<file path="src/hw/dpf_pkg.sv">
// Constants and types shared by the digital port fault and inhibit block
package dpf_pkg;

	// Register byte offsets
	localparam logic [7:0] OFF_PIN_FUNC = 8'h00;
	localparam logic [7:0] OFF_PIN_POL  = 8'h04;
	localparam logic [7:0] OFF_OUT_DATA = 8'h08;
	localparam logic [7:0] OFF_IN_DATA  = 8'h0C;
	localparam logic [7:0] OFF_INH_MODE = 8'h10;
	localparam logic [7:0] OFF_PROT_CLR = 8'h14;
	localparam logic [7:0] OFF_STATUS   = 8'h18;

	// Pin count, field layout and special pins (index = pin number - 1)
	localparam int          NPINS      = 7;
	localparam int          FUNC_W     = 2;
	localparam int          PIN_ALARM  = 0;
	localparam int          PIN_COMMON = 1;
	localparam int          PIN_INH    = 2;
	localparam int          CLR_BIT    = 0;

	// Pin function codes
	localparam logic [1:0] FN_BIDIR   = 2'h0;
	localparam logic [1:0] FN_INPUT   = 2'h1;
	localparam logic [1:0] FN_ALARM   = 2'h2;
	localparam logic [1:0] FN_DISCON  = 2'h3;

	// Inhibit mode codes
	localparam logic [1:0] MODE_OFF   = 2'h0;
	localparam logic [1:0] MODE_LIVE  = 2'h1;
	localparam logic [1:0] MODE_LATCH = 2'h2;

	// Values after reset
	localparam logic [13:0] RST_PIN_FUNC = 14'h1555;
	localparam logic [6:0]  RST_PIN_POL  = 7'h00;
	localparam logic [6:0]  RST_OUT_DATA = 7'h00;
	localparam logic [1:0]  RST_INH_MODE = MODE_OFF;

	// Status bit positions
	localparam int ST_FAULT_LAT = 0;
	localparam int ST_INH_LAT   = 1;
	localparam int ST_FAULT_OUT = 2;
	localparam int ST_DISCON    = 3;
	localparam int ST_ERROR     = 4;

	// Timing: longest allowed inhibit latency, rounded down to cycles
	localparam int CLK_PERIOD_NS     = 50;
	localparam int INH_LATENCY_NS    = 5000;
	localparam int INH_LATENCY_CYC   = INH_LATENCY_NS / CLK_PERIOD_NS;

	typedef logic [1:0] dpf_mode_t;

endpackage

</file>
<file path="src/hw/dpf_prot_if.sv">
// Carrier between the port front end and the protection engine
`timescale 1ns/1ns
interface dpf_prot_if;
	logic              clear_pulse;
	dpf_pkg::dpf_mode_t mode;
	logic              inh_active;
	logic              fault_cond;
	logic              fault_lat;
	logic              inh_lat;
	logic              fault_active;
	logic              disconnect;
	logic              error;

	modport ctl (
		output clear_pulse, mode, inh_active, fault_cond,
		input  fault_lat, inh_lat, fault_active, disconnect, error
	);
	modport eng (
		input  clear_pulse, mode, inh_active, fault_cond,
		output fault_lat, inh_lat, fault_active, disconnect, error
	);
endinterface

</file>
<file path="src/hw/dpf_prot.sv">
// Protection engine: fault latch, inhibit handling and error indicator
`timescale 1ns/1ns
module dpf_prot (
	// Clock and reset
	input  wire logic hclk,
	input  wire logic hresetn,
	// Front end
	dpf_prot_if.eng   pif
);

	logic fault_lat_r, fault_lat_nxt;
	logic inh_lat_r,   inh_lat_nxt;
	logic fault_act_r, fault_act_nxt;
	logic discon_r,    discon_nxt;
	logic error_r,     error_nxt;
	logic blank_r,     blank_nxt;
	logic live_inh;
	logic live_fault;

	always_comb begin
		live_inh      = (pif.mode == dpf_pkg::MODE_LIVE) && pif.inh_active;
		// A loop back through the chain is two edges deep, so the live term is held off on the
		// clear edge and the one after; a held external inhibit shows a two-cycle gap on the output
		blank_nxt     = pif.clear_pulse;
		live_fault    = live_inh && !pif.clear_pulse && !blank_r;
		fault_lat_nxt = fault_lat_r;
		inh_lat_nxt   = inh_lat_r;
		// Clear only takes when the cause is gone; a cause present wins
		if (pif.clear_pulse && !pif.fault_cond)
			fault_lat_nxt = 1'b0;
		if (pif.fault_cond)
			fault_lat_nxt = 1'b1;
		if (pif.mode != dpf_pkg::MODE_LATCH)
			inh_lat_nxt = 1'b0;
		else if (pif.inh_active)
			inh_lat_nxt = 1'b1;
		else if (pif.clear_pulse)
			inh_lat_nxt = 1'b0;
		// Live inhibit feeds the chain unlatched, so one clear breaks the loop
		fault_act_nxt = fault_lat_nxt | inh_lat_nxt | live_fault;
		discon_nxt    = live_inh | inh_lat_nxt;
		error_nxt     = error_r;
		if (pif.clear_pulse && !pif.inh_active && !pif.fault_cond)
			error_nxt = 1'b0;
		if (live_inh || inh_lat_nxt || pif.fault_cond)
			error_nxt = 1'b1;
	end

	always_ff @(posedge hclk or negedge hresetn) begin
		if (!hresetn) begin
			fault_lat_r <= 1'b0;
			inh_lat_r   <= 1'b0;
			fault_act_r <= 1'b0;
			discon_r    <= 1'b0;
			error_r     <= 1'b0;
			blank_r     <= 1'b0;
		end else begin
			fault_lat_r <= fault_lat_nxt;
			inh_lat_r   <= inh_lat_nxt;
			fault_act_r <= fault_act_nxt;
			discon_r    <= discon_nxt;
			error_r     <= error_nxt;
			blank_r     <= blank_nxt;
		end
	end

	assign pif.fault_lat    = fault_lat_r;
	assign pif.inh_lat      = inh_lat_r;
	assign pif.fault_active = fault_act_r;
	assign pif.disconnect   = discon_r;
	assign pif.error        = error_r;

endmodule // dpf_prot

</file>
<file path="src/hw/dpf_port.sv">
// Digital control port top: AHB-Lite registers, pin functions, fault output and inhibit input
//
// Overview of operation
// - input pins report external level after polarity
// - input-only pins ignore the output data word
// - fault pair only pins 1/2; pin 2 ignored
// - fault output follows the protection fault summary
// - positive polarity: fault makes output conduct
// - fault latched until cause gone and cleared
// - pin 3 inhibit disconnects all channels
// - inhibit is level sensitive, within 5 us
// - inhibit modes off, live and latching
// - any inhibit lights error until removed, cleared
// - chained fault stays until separately cleared
// - live mode: one unit's clear frees chain
// - only the clear command clears protection (the inhibit latch also drops when latch mode is left)
// - pins 1 to 7 map bits 0 to 6
// - pin 1 leaving fault sets pin 2 input
//
// The AHB-Lite slave port and the register addresses are this design's own decisions.
`timescale 1ns/1ns
module dpf_port (
	// Clock and reset
	input  wire logic        hclk,
	input  wire logic        hresetn,
	// AHB-Lite slave
	input  wire logic        hsel,
	input  wire logic [31:0] haddr,
	input  wire logic [1:0]  htrans,
	input  wire logic        hwrite,
	input  wire logic [2:0]  hsize,
	input  wire logic [31:0] hwdata,
	input  wire logic        hready,
	output logic      [31:0] hrdata,
	output logic             hreadyout,
	output logic             hresp,
	// Port pins, bit n is pin n+1
	input  wire logic [6:0]  pin_in,
	output logic      [6:0]  pin_out,
	output logic      [6:0]  pin_oe_n,
	// Instrument side
	input  wire logic        fault_cond,
	output logic             disconnect_all,
	output logic             error_led
);

	dpf_prot_if pif ();

	dpf_prot u_prot (
		.hclk    (hclk),
		.hresetn (hresetn),
		.pif     (pif)
	);

	// Field of one pin within the function register
	function automatic logic [1:0] fn_of(input logic [13:0] cfg, input int idx);
		fn_of = cfg[idx*dpf_pkg::FUNC_W +: dpf_pkg::FUNC_W];
	endfunction

	// Bus state
	logic        ph_valid_r, ph_valid_nxt;
	logic        ph_write_r, ph_write_nxt;
	logic [7:0]  ph_addr_r,  ph_addr_nxt;
	logic        hready_r,   hready_nxt;
	logic [31:0] hrdata_r,   hrdata_nxt;
	logic        hresp_r,    hresp_nxt;

	// Register state
	logic [13:0] func_r,  func_nxt;
	logic [6:0]  pol_r,   pol_nxt;
	logic [6:0]  odata_r, odata_nxt;
	dpf_pkg::dpf_mode_t mode_r, mode_nxt;
	logic        clr_r,   clr_nxt;

	// Pin state
	logic [6:0]  pin_out_r,  pin_out_nxt;
	logic [6:0]  pin_oe_n_r, pin_oe_n_nxt;

	logic        addr_take;
	logic        wr_commit;
	logic [6:0]  in_level;
	logic [13:0] func_wr;
	logic [1:0]  fw;
	logic [31:0] rd_mux;

	assign addr_take = hsel && htrans[1] && hready;
	assign wr_commit = ph_valid_r && ph_write_r;
	assign in_level  = pin_in ^ pol_r;

	// Bus phase tracking; reads take one wait state so hrdata sees committed writes
	always_comb begin
		ph_valid_nxt = ph_valid_r;
		ph_write_nxt = ph_write_r;
		ph_addr_nxt  = ph_addr_r;
		hready_nxt   = 1'b1;
		hrdata_nxt   = hrdata_r;
		// Every transfer is answered OKAY; registered like the other bus outputs
		hresp_nxt    = 1'b0;
		if (ph_valid_r && !ph_write_r && !hready_r) begin
			hrdata_nxt   = rd_mux;
			ph_valid_nxt = 1'b0;
		end else if (hready_r) begin
			ph_valid_nxt = addr_take;
			ph_write_nxt = hwrite;
			ph_addr_nxt  = haddr[7:0];
			if (addr_take && !hwrite)
				hready_nxt = 1'b0;
		end else begin
			hready_nxt = 1'b0;
		end
	end

	always_ff @(posedge hclk or negedge hresetn) begin
		if (!hresetn) begin
			ph_valid_r <= 1'b0;
			ph_write_r <= 1'b0;
			ph_addr_r  <= 8'h00;
			hready_r   <= 1'b1;
			hrdata_r   <= 32'h00000000;
			hresp_r    <= 1'b0;
		end else begin
			ph_valid_r <= ph_valid_nxt;
			ph_write_r <= ph_write_nxt;
			ph_addr_r  <= ph_addr_nxt;
			hready_r   <= hready_nxt;
			hrdata_r   <= hrdata_nxt;
			hresp_r    <= hresp_nxt;
		end
	end

	// Read decode; unmapped offsets read zero
	always_comb begin
		rd_mux = 32'h00000000;
		case (ph_addr_r)
			dpf_pkg::OFF_PIN_FUNC: rd_mux = {18'h00000, func_r};
			dpf_pkg::OFF_PIN_POL:  rd_mux = {25'h0000000, pol_r};
			dpf_pkg::OFF_OUT_DATA: rd_mux = {25'h0000000, odata_r};
			dpf_pkg::OFF_IN_DATA:  rd_mux = {25'h0000000, in_level};
			dpf_pkg::OFF_INH_MODE: rd_mux = {30'h00000000, mode_r};
			dpf_pkg::OFF_STATUS: begin
				rd_mux[dpf_pkg::ST_FAULT_LAT] = pif.fault_lat;
				rd_mux[dpf_pkg::ST_INH_LAT]   = pif.inh_lat;
				rd_mux[dpf_pkg::ST_FAULT_OUT] = pif.fault_active;
				rd_mux[dpf_pkg::ST_DISCON]    = pif.disconnect;
				rd_mux[dpf_pkg::ST_ERROR]     = pif.error;
			end
			default: rd_mux = 32'h00000000;
		endcase
	end

	// Legalise a function write pin by pin
	always_comb begin
		func_wr = func_r;
		fw      = 2'h0;
		for (int i = 0; i < dpf_pkg::NPINS; i++) begin
			fw = hwdata[i*dpf_pkg::FUNC_W +: dpf_pkg::FUNC_W];
			if (fw == dpf_pkg::FN_ALARM && i != dpf_pkg::PIN_ALARM)
				fw = fn_of(func_r, i);
			if (fw == dpf_pkg::FN_DISCON && i != dpf_pkg::PIN_INH)
				fw = fn_of(func_r, i);
			func_wr[i*dpf_pkg::FUNC_W +: dpf_pkg::FUNC_W] = fw;
		end
		if (fn_of(func_wr, dpf_pkg::PIN_ALARM) == dpf_pkg::FN_ALARM)
			func_wr[dpf_pkg::PIN_COMMON*dpf_pkg::FUNC_W +: dpf_pkg::FUNC_W] = dpf_pkg::FN_ALARM;
		else if (fn_of(func_r, dpf_pkg::PIN_ALARM) == dpf_pkg::FN_ALARM)
			func_wr[dpf_pkg::PIN_COMMON*dpf_pkg::FUNC_W +: dpf_pkg::FUNC_W] = dpf_pkg::FN_INPUT;
	end

	// Register writes in the data phase
	always_comb begin
		func_nxt  = func_r;
		pol_nxt   = pol_r;
		odata_nxt = odata_r;
		mode_nxt  = mode_r;
		clr_nxt   = 1'b0;
		if (wr_commit) begin
			case (ph_addr_r)
				dpf_pkg::OFF_PIN_FUNC: func_nxt = func_wr;
				dpf_pkg::OFF_PIN_POL:  pol_nxt = hwdata[6:0];
				dpf_pkg::OFF_OUT_DATA: odata_nxt = hwdata[6:0];
				dpf_pkg::OFF_INH_MODE: begin
					// Code 3 is not a mode; such a write is dropped
					if (hwdata[1:0] != 2'h3)
						mode_nxt = hwdata[1:0];
				end
				dpf_pkg::OFF_PROT_CLR: clr_nxt = hwdata[dpf_pkg::CLR_BIT];
				default: clr_nxt = 1'b0;
			endcase
		end
	end

	always_ff @(posedge hclk or negedge hresetn) begin
		if (!hresetn) begin
			func_r  <= dpf_pkg::RST_PIN_FUNC;
			pol_r   <= dpf_pkg::RST_PIN_POL;
			odata_r <= dpf_pkg::RST_OUT_DATA;
			mode_r  <= dpf_pkg::RST_INH_MODE;
			clr_r   <= 1'b0;
		end else begin
			func_r  <= func_nxt;
			pol_r   <= pol_nxt;
			odata_r <= odata_nxt;
			mode_r  <= mode_nxt;
			clr_r   <= clr_nxt;
		end
	end

	// Protection engine inputs; off mode masks the pin entirely
	assign pif.clear_pulse = clr_r;
	assign pif.mode        = mode_r;
	assign pif.fault_cond  = fault_cond;
	assign pif.inh_active  = (fn_of(func_r, dpf_pkg::PIN_INH) == dpf_pkg::FN_DISCON)
	                         && (mode_r != dpf_pkg::MODE_OFF)
	                         && in_level[dpf_pkg::PIN_INH];

	// Pin drivers; only the bidirectional and alarm functions drive
	always_comb begin
		pin_out_nxt  = 7'h00;
		pin_oe_n_nxt = 7'h7F;
		for (int i = 0; i < dpf_pkg::NPINS; i++) begin
			case (fn_of(func_r, i))
				dpf_pkg::FN_BIDIR: begin
					pin_out_nxt[i]  = odata_r[i] ^ pol_r[i];
					pin_oe_n_nxt[i] = 1'b0;
				end
				dpf_pkg::FN_ALARM: begin
					// Pin 2 is the isolated common and is never driven
					if (i == dpf_pkg::PIN_ALARM) begin
						pin_out_nxt[i]  = pif.fault_active ^ pol_r[i];
						pin_oe_n_nxt[i] = 1'b0;
					end
				end
				default: begin
					pin_out_nxt[i]  = 1'b0;
					pin_oe_n_nxt[i] = 1'b1;
				end
			endcase
		end
	end

	always_ff @(posedge hclk or negedge hresetn) begin
		if (!hresetn) begin
			pin_out_r  <= 7'h00;
			pin_oe_n_r <= 7'h7F;
		end else begin
			pin_out_r  <= pin_out_nxt;
			pin_oe_n_r <= pin_oe_n_nxt;
		end
	end

	assign hrdata         = hrdata_r;
	assign hreadyout      = hready_r;
	assign hresp          = hresp_r;
	assign pin_out        = pin_out_r;
	assign pin_oe_n       = pin_oe_n_r;
	assign disconnect_all = pif.disconnect;
	assign error_led      = pif.error;

endmodule // dpf_port

</file>
<file path="config.mk">
export PLATFORM = sky130hd
export DESIGN_NAME = dpf_port
export DESIGN_NICKNAME = d
export VERILOG_FILES = /design/src/hw/dpf_pkg.sv /design/src/hw/dpf_prot_if.sv /design/src/hw/dpf_prot.sv /design/src/hw/dpf_port.sv
export SDC_FILE = /design/constraint.sdc
export NUM_CORES = 1
export LEC_CHECK = 0
export ABC_AREA = 1
export ABC_CLOCK_PERIOD_IN_PS = 1600
export BUFFER_PORTS_ARGS = -buffer_cell sky130_fd_sc_hd__buf_2
export CORE_MARGIN = 2
export CORE_UTILIZATION = 52
export CTS_BUF_LIST = sky130_fd_sc_hd__clkbuf_2 sky130_fd_sc_hd__clkbuf_4 sky130_fd_sc_hd__clkbuf_8
export CTS_CLUSTER_SIZE = 30
export DETAILED_ROUTE_END_ITERATION = 8
export PLACE_DENSITY = 0.89
export SLEW_MARGIN = 40
export SYNTH_ARGS = -nofsm -noshare
export SYNTH_HDL_FRONTEND = slang
export SYNTH_SLANG_ARGS = --single-unit
export TNS_END_PERCENT = 100
</file>
<file path="constraint.sdc">
create_clock -name hclk -period 1.6 [get_ports hclk]
set_input_delay 0 -clock hclk [delete_from_list [all_inputs] [get_ports hclk]]
set_output_delay 0 -clock hclk [all_outputs]
set_load 0.02 [all_outputs]
</file>
==> key figures <==
Power
  • Comb pwr share: 0.182
  • Internal power: roughly 3.2 mW
  • NetSw: around 1.3 mW
  • Clock Power Share: 0.329
  • Sequential power share: 0.489
  • Power per cell area: roughly 980 nW/µm²
  • Maximum vdd drop: 522 µV
  • Sw Share: 0.289
  • Pleak: 2.46 nW

Finish
  • # diodes: 0
  • Layout area overhead: 23.9%
  • Commonest non-fill, non-tap cell in the layout: nand2_1
  • Fraction of layout cells with a size suffix above 1: 0.287
  • Commonest non-fill, non-tap cells in the layout: nand2_1 (117), buf_2 (66), dfrtp_1 (61)
  • Final net count: about 600

Global route
  • Initial antenna violation count: 0
  • Largest net degree at the start of global routing: slightly below 80
  • M2 GR Usage: 0.383
  • Grt ovf: 0
  • First-pass GRT wire length: 14000 µm
  • GR Util met3: 0.0600
  • GRT Total Usage: 0.237
  • GR peak layer: met2
  • Vias in the first global route: a little under 3000
  • Met1 GRT Util: 0.313

Timing
  • Final clock skew: about 5.5 ps
  • Final Hold Fails: 0
  • TNS Setup: 0 ps
  • RSZ-0062 raised after global routing: no
  • Final Worst Setup Slack: a little over 100 ps
  • Crit share post-route: 0.937
  • Min cycle time layout: 1500 ps
  • Slew Limit Fails: 0
  • Final number of setup-violating endpoints: 0
  • Fmax: approximately 0.67 GHz

Synthesis
  • Post-synthesis cell area: 3750 µm²
  • Asr flop ratio synth: 1.00
  • Cells after synthesis: approximately 430
  • Ranking of synthesized cells by area: dfrtp_1 (41%), nand2_1 (12%), dfstp_2 (11%)
  • Synth unique cells: 36
  • Post-synth EDFFs: 0
  • Top FF cell, synth: dfrtp_1
  • Sequential fraction of the synthesis area: 0.512
  • YS warnings: 0
  • Area leader, netlist: dfrtp_1
  • Synth Register Bits: 76
  • Top cell type's share of synthesized area: 0.407
  • Syn Area/Cell: approximately 8.8 µm²

Die
  • Rows: 30
  • Die X-Extent: a little under 90 µm
  • Number of placed I/O pins: 132
  • DIE AREA: between 7000 and 8000 µm²
  • Core box area: around 7000 µm²
  • Die H: slightly below 90 µm
  • Initial core utilization: 0.546

Routing
  • Routed wire length: around 8800 µm
  • Routed WL per cell: about 14 µm
  • Initial drt markers: ~220
  • Via count: between 3000 and 4000
  • Antenna viol nets, final: 0
  • Pre-Repair DR Iteration Count: 5
  • # DRC: 0
  • Vias per cell: roughly 5.1

Critical path
  • Crit-path cells: nor2_1, nand2_2, nor2_8, buf_12, inv_2, o31ai_1
  • Worst path slowest cell: dfrtp_1
  • R2r endpoint: hrdata[8]$_DFFE_PN0P_
  • Crit path DAT: approximately 1700 ps
  • Critical Path Source: ph_addr_r[1]$_DFFE_PN0P_
  • CP startpoint kind: register
  • Kind of critical path: reg2reg
  • Largest fanout on the critical path: 8
  • Req. time, crit path: ~1800 ps
  • Crit path capture: hrdata[8]$_DFFE_PN0P_
  • Critical Path Max Stage Delay: between 300 and 400 ps
  • Worst reg-to-reg path cell count: 6
  • R2r setup slk: 100 ps
  • Worst R2R Start: ph_addr_r[1]$_DFFE_PN0P_
  • Crit. End Element: register

Hold path
  • Worst Hold Depth: 6
  • Hold Path Class: in2reg

CTS
  • CTS root buffer: clkbuf_8
  • H-Tree Level Count: 3
  • CTS tree: built
  • Clock Latency Late Sink: between 300 and 400 ps
  • Clk buf depth: 2
  • Number of CTS-inserted buffers: 9
  • Sink Count: between 70 and 80
  • Clock transition at path regs: 80 ps

Placement
  • Gp weighted congestion: a little over 0.9
  • Pre-CTS setup slack: about 87 ps
  • Detailed Place HPWL: about 6000 µm
  • Port Buffers: between 60 and 70

Run status
  • Status: complete, no violations

Job
  • Max-Cap Viols: 0
timing repair:
action	CTS	global route
buffers inserted	0	1
hold buffers	27	0
resized for setup	0	1
setup endpoints to repair	0	9
hold endpoints to repair	112	0
metrics by stage:
stage,util,cell area [µm²],hold slack (ps),power [mW],cells
5_1_grt,0.676,4650,159,4.75,630
3_3_place_gp,0.603,4140,54.7,2.98,586
6_report,0.676,4650,132,4.54,630
2_1_floorplan,-,3820,-296,2.76,444
3_5_place_dp,0.603,4140,60.7,3.01,586
4_1_cts,0.672,4620,112,4.55,629
state kept, by name, indices dropped and copies added, names as in the netlist, 2 cells and up:
name,count
pin_out,7
hrdata,14
func_r,14
mode_r,2
pin_oe_n,7
ph_addr_r,8
pol_r,7
odata_r,7
power by group through the flow:
stage | Clock, mW | Combinational [mW] | Sequential, mW
2_1_floorplan | 0 | 0.403 | 2.36
3_3_place_gp | 0 | 0.740 | 2.24
5_1_grt | 1.60 | 0.914 | 2.24
6_report | 1.50 | 0.826 | 2.22
4_1_cts | 1.51 | 0.816 | 2.22
3_5_place_dp | 0 | 0.762 | 2.25
worst min path at each step:
stage                    from                              to  slack, ps
floorplan             hresetn                 clr_r$_DFF_PN0_       -300
global placement      hresetn            pin_out[0]$_DFF_PN0_         50
detailed placement    hresetn  u_prot.pif.fault_lat$_DFF_PN0_         60
CTS                 pin_in[6]           hrdata[6]$_DFFE_PN0P_        110
global route        pin_in[5]           hrdata[5]$_DFFE_PN0P_        160
finish              pin_in[6]           hrdata[6]$_DFFE_PN0P_        130
kinds of logic after synthesis:
logic type                share of synthesized area
AOI/OAI and AO/OA                             0.133
xor gates and xnor gates                     0.0164
other                                       0.00100
buffers and inverters                         0.105
DFF                                           0.512
and+or+nand+nor                               0.232
routing by layer:
layer	vias to the layer above	routed length, µm
li1	1529	-
met1	1548	3850
met4	0	168
met2	127	4230
met5	-	0
met3	14	526
synthesized netlist by cell type (3+ instances only):
| cell type | number |
|---|---|
| dfrtp_1 | 61 |
| nand4_1 | 3 |
| o21bai_1 | 4 |
| nand3_1 | 32 |
| nor2_1 | 21 |
| buf_4 | 21 |
| nand2_1 | 117 |
| o31ai_1 | 7 |
| a21oi_2 | 9 |
| o21ai_2 | 16 |
| nor2_2 | 4 |
| o21a_1 | 5 |
| clkbuf_1 | 4 |
| dfstp_2 | 15 |
| o21ai_0 | 17 |
| or2_2 | 6 |
| xnor2_1 | 5 |
| inv_1 | 48 |
| a21oi_1 | 8 |
layout make-up:
type                    instances  area, µm²
fillers                       539       2220
flip-flops and latches         76       1920
multi-input cells             289       1510
repair buffers                102        693
inverters                      51        196
clock buffers                  12        159
well taps                      96        120
clock inverters                 4       47.5
worst max-delay path, delay by kind of cell (launching register included):
kind / cells / cell delay [ps]
compound gates: 1 / 270
buf+inv: 2 / 220
flops: 1 / 390
simple gates: 3 / 490
Note: power is estimated with default switching activity, not from simulation.
